<file path="src/sdlcc_pkg.sv">
package sdlcc_pkg;

	// Register byte addresses on the AXI4-Lite bus.
	localparam logic [7:0] A_CTL = 8'h00;
	localparam logic [7:0] A_AUX = 8'h04;

	// Main control and status word fields.
	localparam int B_TXEN = 0;
	localparam int B_RXEN = 1;
	localparam int B_CTLW = 7;
	localparam int B_FD   = 7;
	localparam int B_SEND = 8;
	localparam int B_IADR = 9;
	localparam int B_AIN  = 8;
	localparam int B_IADW = 19;
	localparam int B_LRS  = 20;
	localparam int B_LTS  = 21;
	localparam int B_LTE  = 22;
	localparam int B_ABT  = 23;
	localparam int B_REA  = 19;
	localparam int B_ABD  = 30;
	localparam int B_IDD  = 31;

	// Auxiliary word fields.
	localparam int B_TCE = 0;
	localparam int B_IST = 8;

	// Reset values.
	localparam logic [6:0]  CTL_RST  = 7'h00;
	localparam logic [10:0] ADDR_RST = 11'h000;

	// Link characters and bit-run limits.
	localparam logic [7:0] FLAG      = 8'h7E;
	localparam logic [7:0] TX_ABORT  = 8'hFE;
	localparam logic [4:0] MARK_BITS = 5'h0F;
	localparam logic [2:0] STUFF_RUN = 3'h5;
	localparam logic [3:0] RX_ABORT  = 4'h6;
	localparam logic [3:0] RX_IDLE   = 4'hE;

	// Link bit timing.
	localparam int CLK_NS  = 40;
	localparam int HALF_NS = 160;
	localparam int HALF_CYC = HALF_NS / CLK_NS;

	// Bus responses.
	localparam logic [1:0] RESP_OK  = 2'h0;
	localparam logic [1:0] RESP_ERR = 2'h2;

	typedef enum logic [2:0] {
		TX_OFF,
		TX_FLAG,
		TX_DATA,
		TX_ABRT,
		TX_MARK
	} sdlcc_tx_t;

endpackage : sdlcc_pkg

</file>
<file path="src/sdlcc_top.sv">
// Summary of operation
// - Transmit enable sends start through end address.
// - Receive stores first at start, then after.
// - Clear enable drops transmit enable when idle.
// - Transmit status latches, first line when enabled.
// - Frame-done status latches, second line when enabled.
// - Flag after message ends it, third line.
// - Received abort latches status, fourth line.
// - Repeated flags may share one zero.
// - Frame done latched, cleared by control write.
// - New end address queues the next frame.
// - Without new starts, continue after previous end.
// - Sending-data reads one only during data.
// - Status shows idle-after-done selection.
// - Idle sends fifteen ones, holds line high.
// - Load strobes copy address field to register.
// - Send-abort emits abort only mid-transmission.
// - Receive end address is last word stored.
// - Abort detected latches until written one.
// - Idle detected latches until written one.
// - Load strobes at bits 20, 21, 22.
`timescale 1ns/100ps
`default_nettype none

module sdlcc_top
	import sdlcc_pkg::*;
(
	// Clock and reset.
	input  wire logic        i_clk_sys,
	input  wire logic        i_reset_n,
	// AXI4-Lite slave.
	input  wire logic [7:0]  i_awaddr,
	input  wire logic        i_awvalid,
	output logic             o_awready,
	input  wire logic [31:0] i_wdata,
	input  wire logic [3:0]  i_wstrb,
	input  wire logic        i_wvalid,
	output logic             o_wready,
	output logic [1:0]       o_bresp,
	output logic             o_bvalid,
	input  wire logic        i_bready,
	input  wire logic [7:0]  i_araddr,
	input  wire logic        i_arvalid,
	output logic             o_arready,
	output logic [31:0]      o_rdata,
	output logic [1:0]       o_rresp,
	output logic             o_rvalid,
	input  wire logic        i_rready,
	// Serial link.
	output logic             o_tx_clk,
	output logic             o_tx_data,
	input  wire logic        i_rx_clk,
	input  wire logic        i_rx_data,
	// Transmit buffer read port.
	output logic [10:0]      o_tx_ram_addr,
	input  wire logic [15:0] i_tx_ram_data,
	// Receive buffer write port.
	output logic [10:0]      o_rx_ram_addr,
	output logic [15:0]      o_rx_ram_data,
	output logic             o_rx_ram_we,
	// Interrupt lines.
	output logic [3:0]       o_irq
);

	////////////////////////////////////////////////////////////////////
	// Declarations.

	logic        aw_h;
	logic        w_h;
	logic [7:0]  wa;
	logic [31:0] wd;
	logic [31:0] wm;
	logic [31:0] wmq;
	logic        wr;
	logic        wr_ctl;
	logic        wr_aux;
	logic [6:0]  ctl;
	logic        iad;
	logic        tce;
	logic        fd;
	logic [3:0]  ist;
	logic        abd;
	logic        idd;
	logic [10:0] ain;
	logic        ld_rs;
	logic        ld_ts;
	logic        ld_te;
	logic        snd_ab;
	logic [31:0] rd;
	logic        rd_ok;

	sdlcc_tx_t   tx_st;
	logic [2:0]  div;
	logic        tx_tick;
	logic [15:0] sh;
	logic [4:0]  bc;
	logic [2:0]  ones;
	logic [10:0] tx_start;
	logic [10:0] tx_end;
	logic [10:0] cur_end;
	logic [10:0] tx_ptr;
	logic        pend;
	logic        in_msg;
	logic        wlast;
	logic        ab_req;
	logic        ev_done;
	logic        ev_tx;
	logic        tx_clr;
	sdlcc_tx_t   id_st;
	logic [15:0] id_sh;
	logic [4:0]  id_bc;
	logic        id_go;

	logic        rc1;
	logic        rc2;
	logic        rc3;
	logic        rd1;
	logic        rd2;
	logic        rx_tick;
	logic        rx_en_q;
	logic [7:0]  hist;
	logic [3:0]  r_ones;
	logic [15:0] rw;
	logic [3:0]  r_bc;
	logic [10:0] rx_start;
	logic [10:0] rx_ptr;
	logic [10:0] rx_last;
	logic [10:0] rx_end;
	logic        rx_msg;
	logic        rx_rld;
	logic        ev_rx;
	logic        ev_ab;
	logic        ev_id;

	////////////////////////////////////////////////////////////////////
	// Bus slave.

	// Byte enables widen to a bit mask so every field but the frame-done clear obeys its lane.
	assign wm = {{8{i_wstrb[3]}}, {8{i_wstrb[2]}},
		{8{i_wstrb[1]}}, {8{i_wstrb[0]}}};

	// Address and data are caught separately and in either order.
	always_ff @(posedge i_clk_sys or negedge i_reset_n) begin
		if (!i_reset_n) begin
			o_awready <= 1'b0;
			o_wready  <= 1'b0;
			aw_h      <= 1'b0;
			w_h       <= 1'b0;
			wa        <= 8'h00;
			wd        <= 32'h0000_0000;
			wmq       <= 32'h0000_0000;
			o_bvalid  <= 1'b0;
			o_bresp   <= RESP_OK;
		end else begin
			o_awready <= i_awvalid && !o_awready && !aw_h && !o_bvalid;
			o_wready  <= i_wvalid && !o_wready && !w_h && !o_bvalid;
			if (o_awready && i_awvalid) begin
				aw_h <= 1'b1;
				wa   <= i_awaddr;
			end
			if (o_wready && i_wvalid) begin
				w_h <= 1'b1;
				wd  <= i_wdata & wm;
				wmq <= wm; // Strobes may move on once data is taken.
			end
			if (wr) begin
				aw_h     <= 1'b0;
				w_h      <= 1'b0;
				o_bvalid <= 1'b1;
				o_bresp  <= (wr_ctl || wr_aux) ? RESP_OK : RESP_ERR;
			end else if (o_bvalid && i_bready) begin
				o_bvalid <= 1'b0;
			end
		end
	end

	// Write effects happen once, in the cycle the response is raised.
	assign wr     = aw_h && w_h && !o_bvalid;
	assign wr_ctl = wr && (wa == A_CTL);
	assign wr_aux = wr && (wa == A_AUX);
	assign ain    = wd[B_AIN +: 11];
	assign ld_rs  = wr_ctl && wd[B_LRS];
	assign ld_ts  = wr_ctl && wd[B_LTS];
	assign ld_te  = wr_ctl && wd[B_LTE];
	assign snd_ab = wr_ctl && wd[B_ABT];

	// Read mux; bits with no readable field read back as zero.
	always_comb begin
		rd    = 32'h0000_0000;
		rd_ok = 1'b1;
		if (i_araddr == A_CTL) begin
			rd[B_IDD]        = idd;
			rd[B_ABD]        = abd;
			rd[B_REA +: 11]  = rx_end;
			rd[B_IADR]       = iad;
			rd[B_IADR + 1]   = iad;
			rd[B_SEND]       = (tx_st == TX_DATA);
			rd[B_FD]         = fd;
			rd[B_CTLW - 1:0] = ctl;
		end else if (i_araddr == A_AUX) begin
			rd[B_IST +: 4]   = ist;
			rd[B_TCE]        = tce;
		end else begin
			rd_ok = 1'b0;
		end
	end

	// Read channel; an unmapped address answers SLVERR with zero data.
	always_ff @(posedge i_clk_sys or negedge i_reset_n) begin
		if (!i_reset_n) begin
			o_arready <= 1'b0;
			o_rvalid  <= 1'b0;
			o_rdata   <= 32'h0000_0000;
			o_rresp   <= RESP_OK;
		end else begin
			o_arready <= i_arvalid && !o_arready && !o_rvalid;
			if (o_arready && i_arvalid) begin
				o_rvalid <= 1'b1;
				o_rdata  <= rd;
				o_rresp  <= rd_ok ? RESP_OK : RESP_ERR;
			end else if (o_rvalid && i_rready) begin
				o_rvalid <= 1'b0;
			end
		end
	end

	////////////////////////////////////////////////////////////////////
	// Control and status registers.

	// In every latch below a hardware event beats a same-cycle clear.
	always_ff @(posedge i_clk_sys or negedge i_reset_n) begin
		if (!i_reset_n) begin
			ctl <= CTL_RST;
			iad <= 1'b0;
			tce <= 1'b0;
			fd  <= 1'b0;
			ist <= 4'h0;
			abd <= 1'b0;
			idd <= 1'b0;
		end else begin
			if (tx_clr)
				ctl[B_TXEN] <= 1'b0;
			if (wr_ctl) begin
				ctl <= (ctl & ~wmq[6:0]) | wd[6:0];
				if (wmq[B_IADW])
					iad <= wd[B_IADW];
			end
			if (wr_aux && wmq[B_TCE])
				tce <= wd[B_TCE];
			fd  <= ev_done || (fd && !wr_ctl);
			abd <= ev_ab || (abd && !(wr_ctl && wd[B_ABD]));
			idd <= ev_id || (idd && !(wr_ctl && wd[B_IDD]));
			// Order: transmit, frame done, receive, received abort.
			ist <= {ev_ab, ev_rx, ev_done, ev_tx}
				| (ist & ~({4{wr_aux}} & wd[B_IST +: 4]));
		end
	end

	// Status always latches; the enables gate only the lines.
	always_ff @(posedge i_clk_sys or negedge i_reset_n) begin
		if (!i_reset_n)
			o_irq <= 4'h0;
		else
			o_irq <= ist & ctl[5:2];
	end

	////////////////////////////////////////////////////////////////////
	// Transmit bit clock.

	// Data changes as the outgoing clock falls, mid-way between rises.
	always_ff @(posedge i_clk_sys or negedge i_reset_n) begin
		if (!i_reset_n) begin
			div      <= 3'h0;
			o_tx_clk <= 1'b1;
		end else if (div == 3'(HALF_CYC - 1)) begin
			div      <= 3'h0;
			o_tx_clk <= !o_tx_clk;
		end else begin
			div <= div + 3'h1;
		end
	end
	assign tx_tick = (div == 3'(HALF_CYC - 1)) && o_tx_clk;

	////////////////////////////////////////////////////////////////////
	// Transmitter.

	// Next character once a character or mark ends outside a frame.
	always_comb begin
		id_go = 1'b0;
		id_st = TX_OFF;
		id_sh = 16'hFFFF;
		id_bc = 5'h01;
		if (ctl[B_TXEN] && pend) begin
			id_go = 1'b1;
			id_st = TX_FLAG;
			id_sh = {8'h00, FLAG};
			id_bc = 5'h08;
		end else if (!ctl[B_TXEN]) begin
			id_st = TX_OFF;
		end else if (iad) begin
			id_st = TX_MARK;
			if (tx_st != TX_MARK)
				id_bc = MARK_BITS;
		end else begin
			id_st = TX_FLAG;
			id_sh = {8'h00, FLAG};
			id_bc = 5'h08;
			if (ctl[6] && tx_st == TX_FLAG) begin
				id_sh = {9'h000, FLAG[7:1]};
				id_bc = 5'h07;
			end
		end
	end

	// Characters leave LSB first; data words get zero insertion.
	always_ff @(posedge i_clk_sys or negedge i_reset_n) begin
		if (!i_reset_n) begin
			tx_st     <= TX_OFF;
			o_tx_data <= 1'b1;
			sh        <= 16'hFFFF;
			bc        <= 5'h01;
			ones      <= 3'h0;
			tx_start  <= ADDR_RST;
			tx_end    <= ADDR_RST;
			cur_end   <= ADDR_RST;
			tx_ptr    <= ADDR_RST;
			pend      <= 1'b0;
			in_msg    <= 1'b0;
			wlast     <= 1'b0;
			ab_req    <= 1'b0;
			ev_done   <= 1'b0;
			ev_tx     <= 1'b0;
			tx_clr    <= 1'b0;
		end else begin
			ev_done <= 1'b0;
			ev_tx   <= 1'b0;
			tx_clr  <= 1'b0;
			if (snd_ab && in_msg)
				ab_req <= 1'b1;
			if (tx_tick && ab_req && in_msg) begin
				tx_st     <= TX_ABRT;
				o_tx_data <= TX_ABORT[0];
				sh        <= {9'h1FF, TX_ABORT[7:1]};
				bc        <= 5'h07;
				in_msg    <= 1'b0;
				ab_req    <= 1'b0;
				ones      <= 3'h0;
			end else if (tx_tick && tx_st == TX_DATA) begin
				if (ones == STUFF_RUN) begin
					o_tx_data <= 1'b0;
					ones      <= 3'h0;
				end else begin
					o_tx_data <= sh[0];
					ones      <= sh[0] ? ones + 3'h1 : 3'h0;
					if (bc != 5'h01) begin
						sh <= {1'b1, sh[15:1]};
						bc <= bc - 5'h01;
					end else if (!wlast) begin
						sh     <= i_tx_ram_data;
						bc     <= 5'h10;
						wlast  <= (tx_ptr == cur_end);
						tx_ptr <= tx_ptr + 11'h001;
					end else begin
						// Closing flag: the frame is complete.
						tx_st   <= TX_FLAG;
						sh      <= {8'h00, FLAG};
						bc      <= 5'h08;
						in_msg  <= 1'b0;
						ev_done <= 1'b1;
						ev_tx   <= !pend;
						tx_clr  <= !pend && tce;
					end
				end
			end else if (tx_tick && tx_st == TX_FLAG && ones == STUFF_RUN) begin
				// Data ending on five ones still owes its zero, or the
				// far end would swallow the closing flag's first bit.
				o_tx_data <= 1'b0;
				ones      <= 3'h0;
			end else if (tx_tick) begin
				o_tx_data <= sh[0];
				ab_req    <= 1'b0;
				if (bc != 5'h01) begin
					sh <= {1'b1, sh[15:1]};
					bc <= bc - 5'h01;
				end else if (tx_st == TX_FLAG && in_msg) begin
					tx_st  <= TX_DATA;
					sh     <= i_tx_ram_data;
					bc     <= 5'h10;
					ones   <= 3'h0;
					wlast  <= (tx_ptr == cur_end);
					tx_ptr <= tx_ptr + 11'h001;
				end else begin
					tx_st <= id_st;
					sh    <= id_sh;
					bc    <= id_bc;
					if (id_go) begin
						in_msg   <= 1'b1;
						tx_ptr   <= tx_start;
						cur_end  <= tx_end;
						tx_start <= tx_end + 11'h001;
						pend     <= 1'b0;
					end
				end
			end
			// Software loads come last so they win over the above.
			if (ld_ts)
				tx_start <= ain;
			if (ld_te) begin
				tx_end <= ain;
				pend   <= 1'b1;
			end
		end
	end

	assign o_tx_ram_addr = tx_ptr;

	////////////////////////////////////////////////////////////////////
	// Receiver.

	// Two stages guard against metastability on the link inputs.
	always_ff @(posedge i_clk_sys or negedge i_reset_n) begin
		if (!i_reset_n) begin
			rc1 <= 1'b0;
			rc2 <= 1'b0;
			rc3 <= 1'b0;
			rd1 <= 1'b1;
			rd2 <= 1'b1;
		end else begin
			rc1 <= i_rx_clk;
			rc2 <= rc1;
			rc3 <= rc2;
			rd1 <= i_rx_data;
			rd2 <= rd1;
		end
	end
	assign rx_tick = rc2 && !rc3;

	// Bits are taken on the rising remote clock; runs of ones mark
	// stuffing, abort and idle, and a flag closes a started frame.
	always_ff @(posedge i_clk_sys or negedge i_reset_n) begin
		if (!i_reset_n) begin
			rx_en_q       <= 1'b0;
			hist          <= 8'h00;
			r_ones        <= 4'h0;
			rw            <= 16'h0000;
			r_bc          <= 4'h0;
			rx_start      <= ADDR_RST;
			rx_ptr        <= ADDR_RST;
			rx_last       <= ADDR_RST;
			rx_end        <= ADDR_RST;
			rx_msg        <= 1'b0;
			rx_rld        <= 1'b0;
			o_rx_ram_addr <= ADDR_RST;
			o_rx_ram_data <= 16'h0000;
			o_rx_ram_we   <= 1'b0;
			ev_rx         <= 1'b0;
			ev_ab         <= 1'b0;
			ev_id         <= 1'b0;
		end else begin
			rx_en_q     <= ctl[B_RXEN];
			o_rx_ram_we <= 1'b0;
			ev_rx       <= 1'b0;
			ev_ab       <= 1'b0;
			ev_id       <= 1'b0;
			if (ctl[B_RXEN] && !rx_en_q) begin
				rx_ptr <= rx_start;
				rx_msg <= 1'b0;
				r_bc   <= 4'h0;
			end else if (rx_tick && ctl[B_RXEN]) begin
				hist   <= {rd2, hist[7:1]};
				r_ones <= !rd2 ? 4'h0 :
					(r_ones == 4'hF) ? r_ones : r_ones + 4'h1;
				if (rd2 && r_ones == RX_IDLE)
					ev_id <= 1'b1;
				if ({rd2, hist[7:1]} == FLAG) begin
					r_bc <= 4'h0;
					if (rx_msg) begin
						rx_msg <= 1'b0;
						rx_end <= rx_last;
						ev_rx  <= 1'b1;
						rx_rld <= 1'b0;
						if (rx_rld)
							rx_ptr <= rx_start;
					end
				end else if (rd2 && r_ones == RX_ABORT) begin
					ev_ab  <= 1'b1;
					rx_msg <= 1'b0;
					r_bc   <= 4'h0;
				end else if (!rd2 && r_ones == 4'(STUFF_RUN)) begin
					r_bc <= r_bc; // Inserted zero, dropped.
				end else if (r_ones < 4'h6) begin
					rw   <= {rd2, rw[15:1]};
					r_bc <= r_bc + 4'h1;
					if (r_bc == 4'hF) begin
						o_rx_ram_data <= {rd2, rw[15:1]};
						o_rx_ram_addr <= rx_ptr;
						o_rx_ram_we   <= 1'b1;
						rx_last       <= rx_ptr;
						rx_ptr        <= rx_ptr + 11'h001;
						rx_msg        <= 1'b1;
					end
				end
			end
			// A new start applies now between frames, else at frame end.
			if (ld_rs) begin
				rx_start <= ain;
				if (rx_msg)
					rx_rld <= 1'b1;
				else
					rx_ptr <= ain;
			end
		end
	end

endmodule : sdlcc_top

`default_nettype wire
</file>
<file path="config.mk">
export PLATFORM = sky130hd
export DESIGN_NAME = sdlcc_top
export DESIGN_NICKNAME = d
export VERILOG_FILES = /design/src/sdlcc_pkg.sv /design/src/sdlcc_top.sv
export SDC_FILE = /design/constraint.sdc
export NUM_CORES = 1
export LEC_CHECK = 0
export BUFFER_PORTS_ARGS = -buffer_cell sky130_fd_sc_hd__buf_2
export CORE_ASPECT_RATIO = 0.8
export CORE_MARGIN = 3
export CORE_UTILIZATION = 45
export DETAILED_ROUTE_END_ITERATION = 8
export PLACE_DENSITY = 0.72
export SETUP_SLACK_MARGIN = 0.02
export SYNTH_ARGS = -nofsm -noshare
export SYNTH_HDL_FRONTEND = slang
export SYNTH_SLANG_ARGS = --single-unit
</file>
<file path="constraint.sdc">
create_clock -name i_clk_sys -period 2.63 [get_ports i_clk_sys]
set_input_delay 0.526 -clock i_clk_sys [delete_from_list [all_inputs] [get_ports i_clk_sys]]
set_output_delay 0.526 -clock i_clk_sys [all_outputs]
set_load 0.03 [all_outputs]
</file>
Word level (Yosys, flattened, before mapping) --
Index checks and enable logic that the tools add are counted.
Operators by class: add/sub/neg operators 8, $lt $le $gt $ge 1, equality and inequality tests 36, multiplexer cells 188, bitwise gates (word level) 18, reductions and logical operators 101
Operator list (number):
- 2-to-1 mux 11 bit | 28
- 2-to-1 mux 16 bit | 12
- 2-to-1 mux 1 bit | 98
- 2-to-1 mux 3 bit | 22
- 2-to-1 mux 5 bit | 12
- logical AND 1 bit | 44
- 2-to-1 mux 4 bit | 11
- AND reduction 7 bit | 6
- adder 11 x 1 -> 11 bit (second input constant) | 3
- AND 32 bit | 1
- != test 2 bit (second input constant) | 15
- nonzero test 2 bit | 12
- == test 8 x 3 -> 1 bit (second input constant) | 2
- zero test 8 bit | 2
- nonzero test 4 bit | 4
- zero test 1 bit | 15
- != test 3 bit (second input constant) | 5
- 2-to-1 mux 7 bit | 2
- 2-to-1 mux 13 bit | 1
- AND 4 bit | 3
- == test 4 bit (second input constant) | 3
- AND reduction 3 bit | 4
- AND reduction 6 bit | 2
- == test 11 bit | 1
- other kinds (24) | 44
Storage, ports and cells: bits in registers 300, bits of input ports 77, output and inout bits 86, logic and storage cells 413

Longest topological paths before layout --
Gate-level depths: netlist of the first run.
word-level depth 12, mapped depth 9, depth with buffers taken out 7

Worst setup path before layout of the first run --
OpenSTA, ideal clock, no wires.
path kind register to register, from register r_ones[0], to register o_rx_ram_data[0], library setup time 0.125 ns, arrival 2.130 ns, data required time 2.505 ns, path slack 0.375 ns, stages on the path, launching flop included 10, buffers on the path 2, clock period less this slack 2.255 ns, path through dfrtp_1 > inv_1 > ha_1 > nand2_1 > a31o_2 > buf_2 > nand2_1 > nor2_2 > buf_2 > mux2_2
On the way: cells in the longest elaborated chain, start to end 4, elaborated cells on any way between the ends 8, those cells by class order compare (1); eq/ne (2); bitwise (2); reduce/logical (3)
Ends and longest elaborated chain:
- start, declared | RTL line sdlcc_top.sv:122 | logic [3:0] r_ones;
- start signal, assigned | RTL line sdlcc_top.sv:471 | r_ones <= !rd2 ? 4'h0 :
- branches (longest 3 deep; another with less-than comparator 4 x 3 -> 1 bit)
- AND reduction 7 bit (no line) *
- end signal, assigned | RTL line sdlcc_top.sv:495 | o_rx_ram_data <= {rd2, rw[15:1]};
- end, declared | RTL line sdlcc_top.sv:59 | output logic [15:0] o_rx_ram_data,
Every way passes the cells marked *. A chain may end at the register's enable or synchronous reset.

Final worst setup path of the first run --
from register rd2, to register o_rx_ram_data[12]
On the way: cells in the longest elaborated chain, start to end 4, elaborated cells on any way between the ends 8, those cells by class eq/ne (1); bitwise (3); reduce/logical (4)
Ends and longest elaborated chain:
- start, declared | RTL line sdlcc_top.sv:118 | logic rd2;
- start signal, assigned | RTL line sdlcc_top.sv:433 | rd2 <= rd1;
- branches (longest 3 deep; another with == test 8 x 7 -> 1 bit)
- AND reduction 7 bit (no line) *
Marked as above.

==> metrics.txt, run 1 <==
dpl ws 196 ps; FILL cells 2274; crit path launch type flip-flop; number of synthesized flops with an enable pin 0; Die Width 192 um; cell internal pwr 7.61 mW; sw frac 25.3%; final count of hold timing violations 0; Placed Instances 1631; Psw 2.58 mW; CTS tree yes; synthesized instance count 1144; synth cell count leaders dfrtp_1, nand2_1, mux2_2; leading area contributor after synthesis dfrtp_1; Clock power frac 42.4%; Cell variety after synth 76; Finished Cell Area 0.0148 sq mm; total grt overflow 0; Slew Limit Fails 0; Max FO, Critical Path 28; leakage 7.36 nW; post-CTS setup buffers 0; Setup TNS 0 ps; RSZ-0062 raised after global routing false; largest cells by area after synthesis dfrtp_1, mux2_2, nand2_1; Clock transition at path regs 60 ps; Final WS setup 236 ps; fraction of registers with async set or reset after synthesis 100%; Comb power frac 8.5%; initial antenna violation count 2; core area 0.0267 sq mm; Die Y 155 um; clock root buffer clkbuf_16; Min Clock Period, post-route 2390 ps; drt first pass iters 5; Slew @ Worst Pin 800 ps; ANT nets after route 0; first-pass GRT wire length 49800 um; CTS Buf Count 28; Layout Nets 1394; Slew HR 46.5%; fin util 55.4%; Post-DP Area 0.0138 sq mm; most numerous cell in the Yosys netlist dfrtp_1; overall global routing resource usage 20.6%; outcome finished clean; post-route insts no fill 1683; WL final 31000 um; CP arrival 2810 ps; Synth Flop Type dfrtp_1; drt wl/cell 18.4 um; register area share after synthesis 55.2%; skew final 11.3 ps; Sequential Power Share 49.1%; Peak Freq 418 MHz; Setup CP Type reg -> reg; port bufs 146; Worst-Skew Late Latency 540 ps; Num Clock Sinks 274; layout cell share with drive strength beyond 1 27.9%; mapped cell area 0.0125 sq mm; IR drop worst, VDD 0.616 mV; io pins 163; Via-to-Cell Ratio 5.67; final setup fails 0; final worst-path cycle share 91.0%; drt drc 0; # Max-Cap Violations 0; Synth top area share 50.8%; Mapped Avg Cell Area 10.9 sq um; Power Dens Cells 689 mW/mm^2; Area Growth Syn to Fin 18.7%; Yosys warnings 0; vias post-DR 9543; row count 53; initial core utilization 46.6%; H-Tree Depth 1; post-synthesis register bit count 274; GPL Wtd Cong 0.952; vias in the first global route 9236; largest net degree at the start of global routing 72; Clock Tree Buf Depth 3; HPWL after detailed placement 22300 um; die footprint 0.0297 sq mm; worst hold path type in -> reg; Iteration-0 DRC Markers 612; Critical Path RT 3040 ps; Crit. End Element flip-flop
final cells by class:
class                           instances  area, sq um  share of cell area [%]
Tap cell                              357          447                    3.02
Timing Repair Buffer                  192         1150                    7.78
Clock buffer                           38          820                    5.54
Sequential cell                       274         6880                    46.5
Multi-Input combinational cell        788         5220                    35.3
Inverter                               21         78.8                   0.533
Clock inverter                         12          195                    1.32
Antenna cell                            1         2.50                  0.0169
logic make-up after synthesis:
group	share of synthesized area, %
XOR/XNOR	1.69
AO/OA/AOI/OAI	14.1
buffers and inverters	3.22
flip-flops	55.2
multiplexers	10.5
other	0.0301
adder cells (fa/ha/maj)	1.20
AND/OR/NAND/NOR	14.1
per-stage QoR:
| stage | total power [mW] | hold slack (ps) |
|---|---|---|
| after floorplan | 5.44 | 230 |
| after global placement | 5.87 | 338 |
| after detailed placement | 5.93 | 339 |
| after CTS | 10.3 | 74.7 |
| after global routing | 10.6 | 76.8 |
| final | 10.2 | 101 |
timing repair:
item                                   in CTS  in global routing
gates resized for setup                     0                  3
hold buffers                                1                  0
endpoints found under the hold margin      60                  0
setup endpoints to repair                   0                 26
flip-flops by register name, indices dropped and copies added (netlist names), 4 cells and up, named ones only:
register / flops
bc: 5
ctl: 7
cur_end: 11
hist: 7
ist: 4
o_irq: 4
o_rdata: 25
o_rx_ram_data: 16
o_tx_ram_addr: 11
r_bc: 4
r_ones: 4
rw: 15
rx_end: 11
rx_last: 11
rx_ptr: 11
rx_start: 11
sh: 16
tx_end: 11
tx_start: 11
wa: 8
wd: 25
critical path, stage by stage (launching register included):
cell	delay (ps)
dfstp_2	670
and4b_1	280
a21oi_1	340
nand2_1	230
nor2_2	180
buf_12	210
mux2_2	350
layout by cell type (no fill, tap or decap), types with 6 or more instances in the layout:
master	netlist	layout
o22a_1	17	17
o21ai_0	73	73
xnor2_1	8	8
mux2_2	98	98
nand3_1	35	35
xor2_1	16	16
ha_1	12	12
nand2_1	161	161
a31oi_1	17	17
nor2_1	59	59
o31ai_1	6	6
buf_4	9	40
nand4_1	9	9
dfrtp_1	253	253
nand2b_1	8	8
o22ai_1	6	6
and3_1	9	9
clkbuf_16	0	29
nor3_1	13	13
clkbuf_8	0	6
a21oi_1	39	39
dfstp_2	21	21
nand3b_1	7	7
a22o_1	35	35
conb_1	1	9
a221oi_1	6	6
o21ai_1	13	13
nor4_1	12	11
inv_1	21	21
and2_1	11	11
buf_2	12	145
a21o_1	7	7
mux2i_1	20	20
power groups by stage:
stage	sequential [mW]	clock, mW	combinational (mW)
6_report	5.00	4.32	0.862
5_1_grt	5.04	4.59	0.973
4_1_cts	4.99	4.41	0.871
3_5_place_dp	5.06	0	0.865
3_3_place_gp	5.04	0	0.830
2_1_floorplan	4.95	0	0.494
path summary, 6_finish.rpt:
| kind | startpoint | endpoint | slack [ps] | cells after the start |
|---|---|---|---|---|
| worst max-delay path | rd2$_DFF_PN1_ | o_rx_ram_data[12]$_DFFE_PN0P_ | 240 | 6 |
| worst min-delay path | i_rx_clk | rc1$_DFF_PN0_ | 100 | 1 |
| worst max register to register | rd2$_DFF_PN1_ | o_rx_ram_data[12]$_DFFE_PN0P_ | 240 | 6 |
| worst min register to register | rc1$_DFF_PN0_ | rc2$_DFF_PN0_ | 350 | 0 |
| max in group asynchronous | i_reset_n | rd1$_DFF_PN1_ | 1350 | 3 |
| min in group asynchronous | i_reset_n | bc[4]$_DFFE_PN0P_ | 540 | 2 |
routing by layer:
layer | routed length, um | up-vias | global-route usage, %
met5 | 13 | - | 0
met3 | 2120 | 53 | 3.60
met2 | 13500 | 303 | 30.9
met1 | 14700 | 4757 | 31.4
li1 | - | 4428 | -
met4 | 641 | 2 | 4.85
Power figures use the tool's default switching activity.
==> inputs of run 2 (changes only) <==
--- a/config.mk
+++ b/config.mk
@@ -11,7 +11,9 @@
 export CORE_UTILIZATION = 45
 export DETAILED_ROUTE_END_ITERATION = 8
 export PLACE_DENSITY = 0.72
+export RECOVER_POWER = 25
 export SETUP_SLACK_MARGIN = 0.02
 export SYNTH_ARGS = -nofsm -noshare
 export SYNTH_HDL_FRONTEND = slang
 export SYNTH_SLANG_ARGS = --single-unit
+export TNS_END_PERCENT = 20
==> metrics.txt, run 2 (synthesized netlist as in run 1, its figures left out) <==
Iteration-0 DRC Markers 606 (-0.98%); FF-to-FF Start rd2$_DFF_PN1_; final setup fails 0 (unchanged); hold_ws 102 ps (+0.259 ps); overall global routing resource usage 20.6% (unchanged); Slew @ Worst Pin 1950 ps (+1150 ps); Total Power 10.2 mW (about the same); total grt overflow 0 (unchanged); Power Dens Cells 689 mW/mm^2 (about the same); port bufs 146 (unchanged); post-route insts no fill 1683 (unchanged); io pins 163 (unchanged); Crit-path slowest cell dfstp_2; leakage 7.34 nW (-0.20%); sw frac 25.3% (about the same); initial core utilization 46.6% (unchanged); Crit. End Element flip-flop; Sequential Power Share 49.1% (about the same); ANT nets after route 0 (unchanged); clock root buffer clkbuf_16; Clock Tree Buf Depth 3 (unchanged); final worst-path cycle share 91.2% (+0.13 points); Worst-Skew Late Latency 540 ps (about the same); Critical Path RT 3040 ps (about the same); core area 0.0267 sq mm (unchanged); Setup TNS 0 ps (unchanged); first-pass GRT wire length 49800 um (unchanged); CP Launch Point rd2$_DFF_PN1_; WL final 30900 um (-0.10%); Largest stage delay, worst path 670 ps (about the same); Clock transition at path regs 60 ps (about the same); Area Growth Syn to Fin 18.6%; Comb power frac 8.4% (about the same); skew final 11.4 ps (+0.120 ps); Hold Crit Depth 1 (unchanged); GPL Wtd Cong 0.952 (unchanged); Peak Freq 417 MHz (-0.14%); hold path startpoint i_rx_clk; vias in the first global route 9236 (unchanged); Slew Limit Fails 68 (+68); Die Y 155 um (unchanged); die footprint 0.0297 sq mm (unchanged); Die Width 192 um (unchanged); Placed Instances 1631 (unchanged); largest registers o_rdata x25, wd x25; Setup CP Type reg -> reg; Slew HR -30.1% (-77 points); Worst Reg-to-Reg Cells 6 (unchanged); failing checks max-capacitance violations, max-slew violations; row count 53 (unchanged); Layout Nets 1394 (unchanged); Via-to-Cell Ratio 5.64 (-0.50%); H-Tree Depth 1 (unchanged); commonest non-fill, non-tap cell in the layout dfrtp_1; highest metal layer with signal wires met5; crit path cell chain and4b_1 > a21oi_1 > nand2_1 > nor2_2 > buf_12 > mux2_2; cell internal pwr 7.60 mW (about the same); met3 wire length 2110 um (-0.61%); crit path launch type flip-flop; drt drc 0 (unchanged); Clock power frac 42.5% (about the same); HPWL after detailed placement 22300 um (unchanged); Final WS setup 232 ps (-3.40 ps); layout cell share with drive strength beyond 1 27.8% (-0.15 points); met2 wire len 13500 um (-0.10%); Num Clock Sinks 274 (unchanged); post-CTS setup buffers 0 (unchanged); M1 WL 14700 um (about the same); CP arrival 2810 ps (about the same); outcome finished with violations; CTS tree yes; largest net degree at the start of global routing 72 (unchanged); most frequent cells in the layout dfrtp_1, nand2_1, buf_2, mux2_2, o21ai_0; worst hold path type in -> reg; # Max-Cap Violations 1 (+1); initial antenna violation count 2 (unchanged); CTS Buf Count 28 (unchanged); dpl ws 196 ps (unchanged); vias post-DR 9495 (-0.50%); IR drop worst, VDD 0.616 mV (about the same); drt wl/cell 18.4 um (-0.10%); RSZ-0062 raised after global routing false; Psw 2.58 mW (about the same); Min Clock Period, post-route 2400 ps (+3.41 ps); final count of hold timing violations 0 (unchanged); drt first pass iters 5 (unchanged); Max FO, Critical Path 28 (unchanged)
[run 2: cell type report]
class / count / area, sq um
inverter: 21 / 78.8
clock buffer: 38 / 820
fill: 2279 / 11900
sequential: 274 / 6880
tap: 357 / 447
timing repair buffer: 192 / 1130
clock inverter: 12 / 195
antenna: 1 / 2.50
multi-input combinational: 788 / 5220
[run 2: what timing repair did]
action,4_1_cts,5_1_grt
hold buffers,1,0
endpoints found under the hold margin,60,0
resized for setup,0,3
setup endpoints to repair,0,26
[run 2: final timing paths]
check	end	slack, ps
setup / recovery	o_rx_ram_data[12]$_DFFE_PN0P_	230
hold / removal	rc1$_DFF_PN0_	100
setup reg to reg	o_rx_ram_data[12]$_DFFE_PN0P_	230
hold reg to reg	rc2$_DFF_PN0_	350
max in group asynchronous	tx_end[5]$_DFFE_PN0P_	380
min in group asynchronous	bc[4]$_DFFE_PN0P_	1060
[run 2: per-layer routing]
| metal | global-route usage, % | vias up |
|---|---|---|
| li1 | - | 4425 |
| met1 | 31.4 | 4719 |
| met2 | 30.9 | 296 |
| met3 | 3.60 | 53 |
| met4 | 4.85 | 2 |
| met5 | 0 | - |
[run 2: worst max-delay path, delay by kind of cell (launching register included)]
kind,cells,cell delay [ps]
AND/OR/NAND/NOR,3,690
AO/OA/AOI/OAI,1,350
buffers and inverters,1,210
flip-flops,1,670
multiplexers,1,350
[run 2: stage by stage]
stage / utilization [%] / instance area (sq um)
2_1_floorplan: - / 12500
3_3_place_gp: 51.5 / 13800
3_5_place_dp: 51.5 / 13800
4_1_cts: 55.3 / 14800
5_1_grt: 55.3 / 14800
6_report: 55.3 / 14800
[run 2: power by group through the flow]
stage          clock, mW  combinational [mW]  sequential (mW)
4_1_cts             4.41               0.871             4.99
3_3_place_gp           0               0.830             5.04
2_1_floorplan          0               0.494             4.95
6_report            4.32               0.858             5.00
5_1_grt             4.59               0.969             5.04
3_5_place_dp           0               0.865             5.06
